File: src/design/rtcsf_pkg.sv
package rtcsf_pkg;

  // Register bus geometry
  localparam int unsigned ADDR_W = 7;
  localparam int unsigned DATA_W = 8;

  // Register addresses
  localparam logic [ADDR_W-1:0] ADDR_RATE  = 7'h0A;
  localparam logic [ADDR_W-1:0] ADDR_MODE  = 7'h0B;
  localparam logic [ADDR_W-1:0] ADDR_FLAGS = 7'h0C;
  localparam logic [ADDR_W-1:0] ADDR_BATT  = 7'h0D;

  // Mode/control field positions
  localparam int unsigned MODE_SET_BIT  = 7;
  localparam int unsigned MODE_PIE_BIT  = 6;
  localparam int unsigned MODE_AIE_BIT  = 5;
  localparam int unsigned MODE_UIE_BIT  = 4;
  localparam int unsigned MODE_SQUARE_WAVE_ENABLE_BIT = 3;
  localparam int unsigned MODE_BIN_BIT  = 2;
  localparam int unsigned MODE_H24_BIT  = 1;
  localparam int unsigned MODE_DSE_BIT  = 0;

  // Flag register field positions
  localparam int unsigned FLAG_ANY_BIT = 7;
  localparam int unsigned FLAG_PF_BIT  = 6;
  localparam int unsigned FLAG_AF_BIT  = 5;
  localparam int unsigned FLAG_UF_BIT  = 4;

  // Battery status field position
  localparam int unsigned BATT_GOOD_BIT = 7;

  // Rate select width and reset values
  localparam int unsigned RATE_W     = 4;
  localparam logic [7:0]  MODE_RESET = 8'h00;
  localparam logic [3:0]  RATE_RESET = 4'h0;
  localparam logic [7:0]  ZERO_BYTE  = 8'h00;

  // Calendar compare values, binary and BCD
  localparam logic [7:0] HOUR_ONE    = 8'h01;
  localparam logic [7:0] HOUR_TWO    = 8'h02;
  localparam logic [7:0] HOUR_THREE  = 8'h03;
  localparam logic [7:0] MS59_BIN    = 8'h3B;
  localparam logic [7:0] MS59_BCD    = 8'h59;
  localparam logic [7:0] MONTH_APR   = 8'h04;
  localparam logic [7:0] MONTH_OCT_B = 8'h0A;
  localparam logic [7:0] MONTH_OCT_D = 8'h10;
  localparam logic [7:0] WDAY_SUNDAY = 8'h01;
  localparam logic [7:0] DATE_WEEK1  = 8'h07;
  localparam logic [7:0] DATE_LAST_B = 8'h19;
  localparam logic [7:0] DATE_LAST_D = 8'h25;

endpackage : rtcsf_pkg

File: src/design/rtcsf_top.sv
`timescale 1ns/100ps
module rtcsf_top
  import rtcsf_pkg::*;
#(
  parameter int unsigned TAPS = 16
)(
  // Clock and power-on reset
  input  wire logic              clk,
  input  wire logic              nrst,
  // Register port
  input  wire logic [ADDR_W-1:0] addr,
  input  wire logic [DATA_W-1:0] wdata,
  input  wire logic              wr,
  input  wire logic              rd,
  output logic      [DATA_W-1:0] rdata,
  // External pins
  input  wire logic              rst_pin_n,
  input  wire logic              cell_ok,
  output logic                   irq_n,
  output logic                   sqw,
  // Divider and update logic
  input  wire logic [TAPS-1:0]   div_taps,
  input  wire logic              alarm_match,
  input  wire logic              update_tick,
  input  wire logic              update_done,
  // Current time from counters
  input  wire logic [7:0]        cur_sec,
  input  wire logic [7:0]        cur_min,
  input  wire logic [7:0]        cur_hour,
  input  wire logic [7:0]        cur_wday,
  input  wire logic [7:0]        cur_date,
  input  wire logic [7:0]        cur_month,
  // Control to counters
  output logic                   update_inhibit,
  output logic                   dst_load,
  output logic      [7:0]        dst_hour
);

  typedef struct packed {
    logic [7:0]        mode;
    logic [RATE_W-1:0] rate;
    logic              pf;
    logic              af;
    logic              uf;
    logic [7:0]        rdata;
    logic              tap_prev;
    logic              sqw;
    logic              rstp_s1;
    logic              rstp_s2;
    logic              cell_s1;
    logic              cell_s2;
    logic              dst_load;
    logic [7:0]        dst_hour;
    logic              fb_done;
  } rtcsf_state_s;

  // Pin synchroniser idles high, so no pin reset right after power-on
  localparam rtcsf_state_s Q_RESET = '{rstp_s1: 1'b1, rstp_s2: 1'b1, default: '0};

  rtcsf_state_s q;
  rtcsf_state_s d;

  logic       pin_rst;
  logic       tap_sel;
  logic       any_pend;
  logic [7:0] flags_rd;
  logic       at_159;
  logic       fwd_day;
  logic       back_day;
  logic       wr_mode;
  logic [7:0] ms59;
  logic [7:0] oct;
  logic [7:0] last_wk;

  always_comb
  begin
    pin_rst = ~q.rstp_s2;
    tap_sel = div_taps[q.rate];
    wr_mode = wr && (addr == ADDR_MODE);
    any_pend = (q.pf & q.mode[MODE_PIE_BIT]) | (q.af & q.mode[MODE_AIE_BIT])
             | (q.uf & q.mode[MODE_UIE_BIT]);
    flags_rd = ZERO_BYTE;
    flags_rd[FLAG_ANY_BIT] = any_pend;
    flags_rd[FLAG_PF_BIT]  = q.pf;
    flags_rd[FLAG_AF_BIT]  = q.af;
    flags_rd[FLAG_UF_BIT]  = q.uf;
    ms59    = q.mode[MODE_BIN_BIT] ? MS59_BIN : MS59_BCD;
    oct     = q.mode[MODE_BIN_BIT] ? MONTH_OCT_B : MONTH_OCT_D;
    last_wk = q.mode[MODE_BIN_BIT] ? DATE_LAST_B : DATE_LAST_D;
    at_159  = (cur_hour == HOUR_ONE) && (cur_min == ms59) && (cur_sec == ms59)
            && (cur_wday == WDAY_SUNDAY);
    fwd_day  = at_159 && (cur_month == MONTH_APR) && (cur_date <= DATE_WEEK1);
    back_day = at_159 && (cur_month == oct) && (cur_date >= last_wk);

    d = q;
    d.rstp_s1 = rst_pin_n;
    d.rstp_s2 = q.rstp_s1;
    d.cell_s1 = cell_ok;
    d.cell_s2 = q.cell_s1;
    d.tap_prev = tap_sel;
    d.sqw = q.mode[MODE_SQUARE_WAVE_ENABLE_BIT] & tap_sel & (q.rate != RATE_RESET);

    // Register writes; saving enable stored as written
    if (wr_mode)
    begin
      d.mode = wdata;
      // freeze going high clears update enable
      if (wdata[MODE_SET_BIT] && !q.mode[MODE_SET_BIT])
      begin
        d.mode[MODE_UIE_BIT] = 1'b0;
      end
    end
    if (wr && (addr == ADDR_RATE))
    begin
      d.rate = wdata[RATE_W-1:0];
    end

    // read clears, new event wins; read clear
    if (rd && (addr == ADDR_FLAGS))
    begin
      d.pf = 1'b0;
      d.af = 1'b0;
      d.uf = 1'b0;
    end
    // tap edge sets flag regardless of enable
    if (tap_sel && !q.tap_prev && (q.rate != RATE_RESET))
    begin
      d.pf = 1'b1;
    end
    if (alarm_match)
    begin
      d.af = 1'b1;
    end
    if (update_done)
    begin
      d.uf = 1'b1;
    end

    // reset pin clears interrupt and square-wave enables and flags
    if (pin_rst)
    begin
      d.mode[MODE_PIE_BIT]  = 1'b0;
      d.mode[MODE_AIE_BIT]  = 1'b0;
      d.mode[MODE_UIE_BIT]  = 1'b0;
      d.mode[MODE_SQUARE_WAVE_ENABLE_BIT] = 1'b0;
      d.pf = 1'b0;
      d.af = 1'b0;
      d.uf = 1'b0;
    end

    // Read data, valid the cycle after the strobe
    d.rdata = ZERO_BYTE;
    if (rd)
    begin
      unique case (addr)
        ADDR_RATE:  d.rdata = {4'h0, q.rate};
        ADDR_MODE:  d.rdata = q.mode;
        ADDR_FLAGS: d.rdata = flags_rd;
        ADDR_BATT:  d.rdata = {q.cell_s2, 7'h00};
        default:    d.rdata = ZERO_BYTE;
      endcase
    end

    d.dst_load = q.mode[MODE_DSE_BIT] && (fwd_day || (back_day && !q.fb_done));
    d.dst_hour = fwd_day ? HOUR_THREE : HOUR_ONE;
    if (q.dst_load && update_tick && (q.dst_hour == HOUR_ONE))
    begin
      d.fb_done = 1'b1;
    end
    else if (cur_hour == HOUR_TWO)
    begin
      d.fb_done = 1'b0;
    end
  end

  // battery bit has no write path
  always_ff @(posedge clk or negedge nrst)
  begin
    if (!nrst)
    begin
      q <= Q_RESET;
    end
    else
    begin
      q <= d;
    end
  end

  assign rdata          = q.rdata;
  assign irq_n          = ~any_pend;
  assign sqw            = q.sqw;
  assign update_inhibit = q.mode[MODE_SET_BIT];
  assign dst_load       = q.dst_load;
  assign dst_hour       = q.dst_hour;

  a_irq_combined: assert property (@(posedge clk) disable iff (!nrst)
    irq_n == !((q.pf && q.mode[MODE_PIE_BIT]) || (q.af && q.mode[MODE_AIE_BIT])
               || (q.uf && q.mode[MODE_UIE_BIT])))
    else $error("interrupt output disagrees with flags");

  a_pf_tap_edge: assert property (@(posedge clk) disable iff (!nrst)
    (tap_sel && !q.tap_prev && q.rate != RATE_RESET && q.rstp_s2) |=> q.pf)
    else $error("periodic flag missed tap edge");

  a_flags_read_clear: assert property (@(posedge clk) disable iff (!nrst)
    (rd && addr == ADDR_FLAGS && !alarm_match && !update_done
     && !(tap_sel && !q.tap_prev)) |=> (!q.pf && !q.af && !q.uf))
    else $error("flags not cleared by read");

  a_af_sets: assert property (@(posedge clk) disable iff (!nrst)
    (alarm_match && q.rstp_s2) |=> q.af)
    else $error("alarm flag not set");

  a_uf_sets: assert property (@(posedge clk) disable iff (!nrst)
    (update_done && q.rstp_s2) |=> q.uf)
    else $error("update flag not set");

  a_flags_read_old: assert property (@(posedge clk) disable iff (!nrst)
    (rd && addr == ADDR_FLAGS) |=> (rdata[FLAG_UF_BIT] == $past(q.uf)
      && rdata[3:0] == 4'h0 && rdata[FLAG_PF_BIT] == $past(q.pf)))
    else $error("flag read returned wrong value");

  a_batt_read: assert property (@(posedge clk) disable iff (!nrst)
    (rd && addr == ADDR_BATT) |=> (rdata == {$past(q.cell_s2), 7'h00}))
    else $error("battery register read wrong");

  a_freeze_uie: assert property (@(posedge clk) disable iff (!nrst)
    (wr_mode && wdata[MODE_SET_BIT] && !q.mode[MODE_SET_BIT])
      |=> !q.mode[MODE_UIE_BIT])
    else $error("freeze did not clear update enable");

  a_pin_rst_en: assert property (@(posedge clk) disable iff (!nrst)
    (!q.rstp_s2) |=> (!q.mode[MODE_PIE_BIT] && !q.mode[MODE_AIE_BIT] && !q.pf))
    else $error("reset pin did not clear enables");

  a_dse_kept: assert property (@(posedge clk) disable iff (!nrst)
    !wr_mode |=> $stable(q.mode[MODE_DSE_BIT]))
    else $error("saving enable changed without write");

  a_dst_gate: assert property (@(posedge clk) disable iff (!nrst)
    !q.mode[MODE_DSE_BIT] |=> !dst_load)
    else $error("daylight jump with saving disabled");

  a_dst_spring: assert property (@(posedge clk) disable iff (!nrst)
    (q.mode[MODE_DSE_BIT] && fwd_day) |=> (dst_load && dst_hour == HOUR_THREE))
    else $error("spring jump not offered");

  a_fall_back: assert property (@(posedge clk) disable iff (!nrst)
    (q.mode[MODE_DSE_BIT] && back_day && !fwd_day && !q.fb_done)
      |=> (dst_load && dst_hour == HOUR_ONE))
    else $error("autumn jump not offered");

  a_fall_mark: assert property (@(posedge clk) disable iff (!nrst)
    (q.dst_load && update_tick && q.dst_hour == HOUR_ONE) |=> q.fb_done)
    else $error("autumn jump not marked done");

  a_fall_once: assert property (@(posedge clk) disable iff (!nrst)
    (q.fb_done && !fwd_day) |=> !dst_load)
    else $error("autumn jump repeated");

  a_dst_off_season: assert property (@(posedge clk) disable iff (!nrst)
    (!fwd_day && !back_day) |=> !dst_load)
    else $error("daylight jump outside its weekend");

  a_pf_only_edge: assert property (@(posedge clk) disable iff (!nrst)
    (!q.pf && !(tap_sel && !q.tap_prev)) |=> !q.pf)
    else $error("periodic flag set without tap edge");

  a_pf_rate_off: assert property (@(posedge clk) disable iff (!nrst)
    (!q.pf && q.rate == RATE_RESET) |=> !q.pf)
    else $error("periodic flag set with rate off");

  a_pf_read_clear: assert property (@(posedge clk) disable iff (!nrst)
    (rd && addr == ADDR_FLAGS && !(tap_sel && !q.tap_prev)) |=> !q.pf)
    else $error("periodic flag not cleared by read");

  a_af_only_match: assert property (@(posedge clk) disable iff (!nrst)
    (!q.af && !alarm_match) |=> !q.af)
    else $error("alarm flag set without match");

  a_af_irq: assert property (@(posedge clk) disable iff (!nrst)
    (alarm_match && q.mode[MODE_AIE_BIT] && !wr_mode && q.rstp_s2) |=> !irq_n)
    else $error("enabled alarm did not raise interrupt");

  a_af_read_clear: assert property (@(posedge clk) disable iff (!nrst)
    (rd && addr == ADDR_FLAGS && !alarm_match) |=> !q.af)
    else $error("alarm flag not cleared by read");

  a_uf_only_done: assert property (@(posedge clk) disable iff (!nrst)
    (!q.uf && !update_done) |=> !q.uf)
    else $error("update flag set without update end");

  a_uf_irq: assert property (@(posedge clk) disable iff (!nrst)
    (update_done && q.mode[MODE_UIE_BIT] && !wr_mode && q.rstp_s2) |=> !irq_n)
    else $error("enabled update end did not raise interrupt");

  a_uf_read_clear: assert property (@(posedge clk) disable iff (!nrst)
    (rd && addr == ADDR_FLAGS && !update_done) |=> !q.uf)
    else $error("update flag not cleared by read");

  a_pin_rst_flags: assert property (@(posedge clk) disable iff (!nrst)
    (!q.rstp_s2) |=> (!q.af && !q.uf && !q.mode[MODE_UIE_BIT] && !q.mode[MODE_SQUARE_WAVE_ENABLE_BIT]))
    else $error("reset pin did not clear flags");

  a_any_bit_read: assert property (@(posedge clk) disable iff (!nrst)
    (rd && addr == ADDR_FLAGS) |=> (rdata[FLAG_ANY_BIT] == !$past(irq_n)))
    else $error("combined flag disagrees with interrupt");

  a_af_read_old: assert property (@(posedge clk) disable iff (!nrst)
    (rd && addr == ADDR_FLAGS) |=> (rdata[FLAG_AF_BIT] == $past(q.af)))
    else $error("alarm flag read wrong");

  a_event_wins: assert property (@(posedge clk) disable iff (!nrst)
    (rd && addr == ADDR_FLAGS && update_done && q.rstp_s2) |=> q.uf)
    else $error("update event lost during flag read");

  a_batt_pin_rst: assert property (@(posedge clk) disable iff (!nrst)
    (!q.rstp_s2) |=> (q.cell_s2 == $past(q.cell_s1)))
    else $error("battery bit disturbed by reset pin");

  a_pie_kept: assert property (@(posedge clk) disable iff (!nrst)
    (!wr_mode && q.rstp_s2) |=> $stable(q.mode[MODE_PIE_BIT]))
    else $error("periodic enable changed by itself");

  a_aie_kept: assert property (@(posedge clk) disable iff (!nrst)
    (!wr_mode && q.rstp_s2) |=> $stable(q.mode[MODE_AIE_BIT]))
    else $error("alarm enable changed by itself");

  a_uie_kept: assert property (@(posedge clk) disable iff (!nrst)
    (!wr_mode && q.rstp_s2) |=> $stable(q.mode[MODE_UIE_BIT]))
    else $error("update enable changed by itself");

  a_mode_read: assert property (@(posedge clk) disable iff (!nrst)
    (rd && addr == ADDR_MODE) |=> (rdata == $past(q.mode)))
    else $error("mode register read wrong");

  a_dse_write: assert property (@(posedge clk) disable iff (!nrst)
    wr_mode |=> (q.mode[MODE_DSE_BIT] == $past(wdata[MODE_DSE_BIT])))
    else $error("saving enable not written");

  a_flags_wr_ignored: assert property (@(posedge clk) disable iff (!nrst)
    (wr && addr == ADDR_FLAGS && !q.uf && !update_done) |=> !q.uf)
    else $error("flag register took a write");

  a_set_kept: assert property (@(posedge clk) disable iff (!nrst)
    !wr_mode |=> $stable(update_inhibit))
    else $error("freeze bit changed without write");

  a_batt_low_zero: assert property (@(posedge clk) disable iff (!nrst)
    (rd && addr == ADDR_BATT) |=> (rdata[6:0] == 7'h00))
    else $error("battery register low bits not zero");

endmodule // rtcsf_top

File: config.mk
export PLATFORM = sky130hd
export DESIGN_NAME = rtcsf_top
export DESIGN_NICKNAME = d
export VERILOG_FILES = /design/src/design/rtcsf_pkg.sv /design/src/design/rtcsf_top.sv
export SDC_FILE = /design/constraint.sdc
export NUM_CORES = 1
export LEC_CHECK = 0
export ABC_AREA = 1
export BUFFER_PORTS_ARGS = -buffer_cell sky130_fd_sc_hd__buf_2
export CAP_MARGIN = 20
export CORE_UTILIZATION = 47
export DETAILED_ROUTE_END_ITERATION = 8
export GPL_TIMING_DRIVEN = 1
export HOLD_SLACK_MARGIN = 0.03
export PLACE_DENSITY_LB_ADDON = 0.25
export SLEW_MARGIN = 10
export SYNTH_ARGS = -nofsm -noshare
export SYNTH_HDL_FRONTEND = slang
export SYNTH_SLANG_ARGS = --single-unit
File: constraint.sdc
create_clock -name clk -period 4.03 [get_ports clk]
set_clock_uncertainty 0.05 [all_clocks]
set_input_delay 0.806 -clock clk [delete_from_list [all_inputs] [get_ports clk]]
set_output_delay 0.806 -clock clk [all_outputs]
set_load 0.02 [all_outputs]
# Word-level counts from Yosys, hierarchy flattened
# Index checks and enable logic that the tools add are counted.
# W data, S select, Z words.
# totals
regBits,33
# op_classes
magnitude_cmp,3
n_eq_ne,16
muxes,18
bitwise,8
reduce_logical,23
# op_table
op,n
$pmux W8 S4,1
$eq A7 B4 Y1 const B,4
$logic_and A1 B1 Y1,17
$eq A8 B1 Y1 const B,2
$eq A8 B7 Y1,2
$mux W7,2
$eq A8 B2 Y1 const B,1
$eq A8 B3 Y1 const B,1
$eq A8 B5 Y1,1
$ge A8 B6 Y1,1
$le A8 B3 Y1 const B,1
$mux W8,1
$mux W1,7
$mux W3,2
$mux W6,1
$ne A3 B2 Y1 const B,2
$and A1 B1 Y1,5
$lt A4 B5 Y1 const B,1
$mux W5,1
$bmux W1 S4,1
$mux W4,1
$reduce_bool A4 Y1,1
$logic_not A1 Y1,3
$ne A3 B1 Y1 const B,1
other kinds (7),8

# Depth between registers and ports, before layout
# depth
depth_word,10
depth_mapped,11
mapped_depth_nobuf,10

# Worst setup path before layout
# OpenSTA, ideal clock, no wires.
# synth_timing
path_kind,input to register
from,in addr[6]
to,reg q (netlist bit flags_rd[4])
setup_time_ps,118
arrival_ps,1582
t_required_ps,3862
slack_ps,2280
cell_stages,8
n_path_buf,0
path_cell_list,nor2_1 -> nand2_1 -> clkinv_2 -> nand4_2 -> nor2_2 -> nand2_1 -> a21oi_1 -> nor2_1
# synth_between
elab_chain_len,3
# synth_rtl
element,line,text
from (decl),rtcsf_top.sv:11,"input wire logic [ADDR_W-1:0] addr,"
$eq A7 B4 Y1,rtcsf_top.sv:119,if (rd && (addr == ADDR_FLAGS))
$logic_and A1 B1 Y1,rtcsf_top.sv:119,
$ne A3 B2 Y1 (no line),n/a,
to (signal assigned),rtcsf_top.sv:181,q <= Q_RESET;
to (signal assigned),rtcsf_top.sv:185,q <= d;
to (decl),rtcsf_top.sv:60,rtcsf_state_s q;
# No other way between the ends.
# A chain may end at the register's enable or synchronous reset.

# Worst setup path in the final report
# layout_timing
from,reg q[35] (netlist bit)
to,out irq_n
# layout_between
elab_chain_len,3
# layout_rtl
element,line,text
$and A1 B1 Y1,rtcsf_top.sv:81,| (q.uf & q.mode[MODE_UIE_BIT]);
$or A1 B1 Y1,rtcsf_top.sv:81,
$not A1 Y1,rtcsf_top.sv:190,assign irq_n = ~any_pend;
to (decl),rtcsf_top.sv:19,"output logic irq_n,"
# No other way between the ends.

==> results.py <==
metrics = {
    "status": {
        "status": "complete, no violations",
    },
    "global_route": {
        "grt_util_met3_pct": 7.17,
        "gr-usage-all-layers_pct": 21.4,
        "overflow": 0,
        "top_usage_layer": "met2",
        "grt_pass1_vias": 1798,
        "met1_usage_pct": 26.5,
        "grt_max_degree": 34,
        "grt_pass1_wl_mm": 7.48,
        "met2_usage_pct": 34.6,
        "antenna_found_initial": 0,
    },
    "worst_setup_path": {
        "rrSetupSlack_ps": 2480,
        "crit_chain": "nand2_1 -> nand3_1 -> inv_1 -> buf_2",
        "critPathSlowestCell": "dfrtp_1",
        "critPathRequiredTime_ps": 3170,
        "setup.worst_path.start_class": "flip-flop",
        "critPathMaxStageDelay_ps": 410,
        "crit_cells": 4,
        "crit_arrival_ps": 1090,
        "crit_buf_inv": 2,
        "cp_max_fo": 3,
        "rr_worst_depth": 10,
        "r2r-end": "dst_load$_DFF_PN0_",
        "cp-endpoint": "irq_n",
        "reg2reg_from": "q[33]$_DFFE_PN0P_",
        "cp_top_family": "flip-flops",
        "crit_type": "flip-flop to output port",
        "crit_path_start": "q[35]$_DFFE_PN0P_",
        "end_kind": "output port",
    },
    "cts": {
        "clk_pin_slew_ps": 60,
        "clockBufferDepth": 2,
        "cts_setup_buffers": 0,
        "cts_resized": 0,
        "cts_buffers": 5,
        "clock-sinks": 33,
        "cts_tree": "yes",
        "clock_latency_ps": 280,
        "cts_root_buf": "clkbuf_8",
        "cts_max_level": 2,
        "cts-hold-fix-buffers": 0,
    },
    "power_and_ir_drop": {
        "combPwrFrac_pct": 19.4,
        "power.share.clock_pct": 32.6,
        "internal_power_mw": 0.556,
        "power_density_nw_per_um2": 298,
        "power.total_mw": 0.774,
        "swShare_pct": 28.2,
        "p_leak_nw": 1.50,
        "peakVddDrop_mv": 0.164,
        "p_seq_share_pct": 48.0,
        "power_switching_mw": 0.218,
    },
    "yosys": {
        "ys_top_cells_by_area": "dfrtp_1 (38%), nand2_1 (17%), buf_4 (5.8%), inv_1 (5.8%), nor2_1 (5.5%)",
        "async_flop_share_pct": 100,
        "synthCells": 286,
        "synth-main-ff-cell": "dfrtp_1",
        "ys_seq_area_share_pct": 40.1,
        "yosysWarnings": 0,
        "synth_area_um2": 2060,
        "synth_top_area_share_pct": 37.6,
        "netlist-cell-type-count": 34,
        "yosysMostFrequentCell": "nand2_1",
        "synth_edf_count": 0,
        "synth_commonest_cells": "nand2_1 (91), inv_1 (32), dfrtp_1 (31), nor2_1 (30), nand3_1 (20)",
        "syn_avg_cell_area_um2": 7.22,
        "post-synth-top-area-cell": "dfrtp_1",
        "ys_seq_elements": 33,
    },
    "place": {
        "preCtsSetupSlack_ps": 2030,
        "hpwlAfterDp_mm": 3.57,
        "place_area_um2": 2510,
        "placed_cells": 424,
        "gp_congestion": 0.884,
        "port_buffers": 101,
    },
    "sta": {
        "timing.final.crit_share_pct": 48.2,
        "setup_slack_ps": 2090,
        "setup_tns_ps": 0,
        "maxSlewHeadroom_pct": 53.8,
        "rsz0062_at_grt": "no",
        "min_period_ps": 1940,
        "hold_viol_final": 0,
        "slew_violations": 0,
        "finalSetupViolCount": 0,
        "worstMarginPinSlew_ps": 693,
        "holdWs_ps": 300,
        "max_freq_mhz": 514,
    },
    "final_layout": {
        "fin_util_pct": 63.1,
        "fin_nets": 473,
        "design_area_um2": 2600,
        "register_area_um2": 828,
        "areaGrowthSynthToFinish_pct": 25.9,
        "num_antenna_cells": 0,
        "nFillCells": 380,
        "final_cells": 432,
        "multi_input_area_um2": 965,
        "drive_gt1_share_pct": 33.8,
    },
    "drt": {
        "detail_route.vias_per_cell": 4.60,
        "wl_mm": 4.42,
        "wl_per_cell_um": 10.2,
        "drt_iter0_drc": 109,
        "ant_nets": 0,
        "first_pass_iters": 4,
        "drc_errors": 0,
        "route.vias.total": 1986,
    },
    "floorplan": {
        "die_width_um": 68.3,
        "initial_core_util_pct": 50.2,
        "core.rowCount": 23,
        "fp.dieH_um": 68.3,
        "die_area_um2": 4660,
        "ios": 108,
        "core_um2": 4120,
    },
    "job": {
        "cap_violations": 0,
    },
    "hold_path": {
        "hold_class": "flip-flop to flip-flop",
    },
}
[logic make-up after synthesis]
family | after synthesis | share of synthesized area [%]
AO/OA/AOI/OAI | 25 | 6.61
buffers and inverters | 56 | 14.1
adder cells (fa/ha/maj) | 4 | 2.42
flip-flops | 33 | 40.1
AND/OR/NAND/NOR | 166 | 36.4
other | 2 | 0.364
[power by group through the flow]
stage                     Sequential (mW)  Combinational, mW  Clock (mW)
final                               0.372              0.150       0.252
after global placement              0.378              0.146           0
after global routing                0.376              0.176       0.273
after detailed placement            0.378              0.150           0
after CTS                           0.372              0.151       0.257
after floorplan                     0.370             0.0966           0
[cell type report]
| type | count | share of cell area [%] |
|---|---|---|
| Inverter | 38 | 5.68 |
| Timing Repair Buffer | 101 | 19.5 |
| Sequential cell | 33 | 31.9 |
| Multi-Input combinational cell | 202 | 37.1 |
| Tap cell | 50 | 2.41 |
| Clock buffer | 8 | 3.47 |
[placed cells by master, fill, tap and decap left out, types with 2 or more instances in the layout]
cell and count:
a21oi_1 11, buf_2 101, ha_1 4, clkbuf_1 2, nand2_2 5, o21ai_0 8, nand3_1 20, clkbuf_8 6
clkinv_2 2, dfstp_2 2, nand2_1 91, nor2_2 2, nand4_1 4, inv_2 3, nor3_1 4, o21ai_1 2
inv_1 32, nor2_1 30, conb_1 7, dfrtp_1 31
[routing by layer]
metal	vias to the layer above	part of all wire, %
met5	-	0
met4	0	1.4
met3	5	8.2
met2	76	46
met1	842	44
li1	1063	-
[flip-flops by register name, indices dropped and copies added, names as in the netlist]
name            cells
dst_hour            2
rdata               8
d                   2
sqw                 1
q                  15
dst_load            1
update_inhibit      1
flags_rd            3
[worst min-delay path by stage]
stage	cells past startpoint	slack, ps	endpoint	startpoint
3_5_place_dp	0	290	q[10]$_DFF_PN0_	d[10]$_DFF_PN0_
5_1_grt	0	310	q[10]$_DFF_PN0_	d[10]$_DFF_PN0_
4_1_cts	0	300	q[10]$_DFF_PN0_	d[10]$_DFF_PN0_
3_3_place_gp	0	280	q[10]$_DFF_PN0_	d[10]$_DFF_PN0_
6_report	0	300	q[10]$_DFF_PN0_	d[10]$_DFF_PN0_
2_1_floorplan	0	280	q[10]$_DFF_PN0_	d[10]$_DFF_PN0_
(Power assumes the default switching activity.)
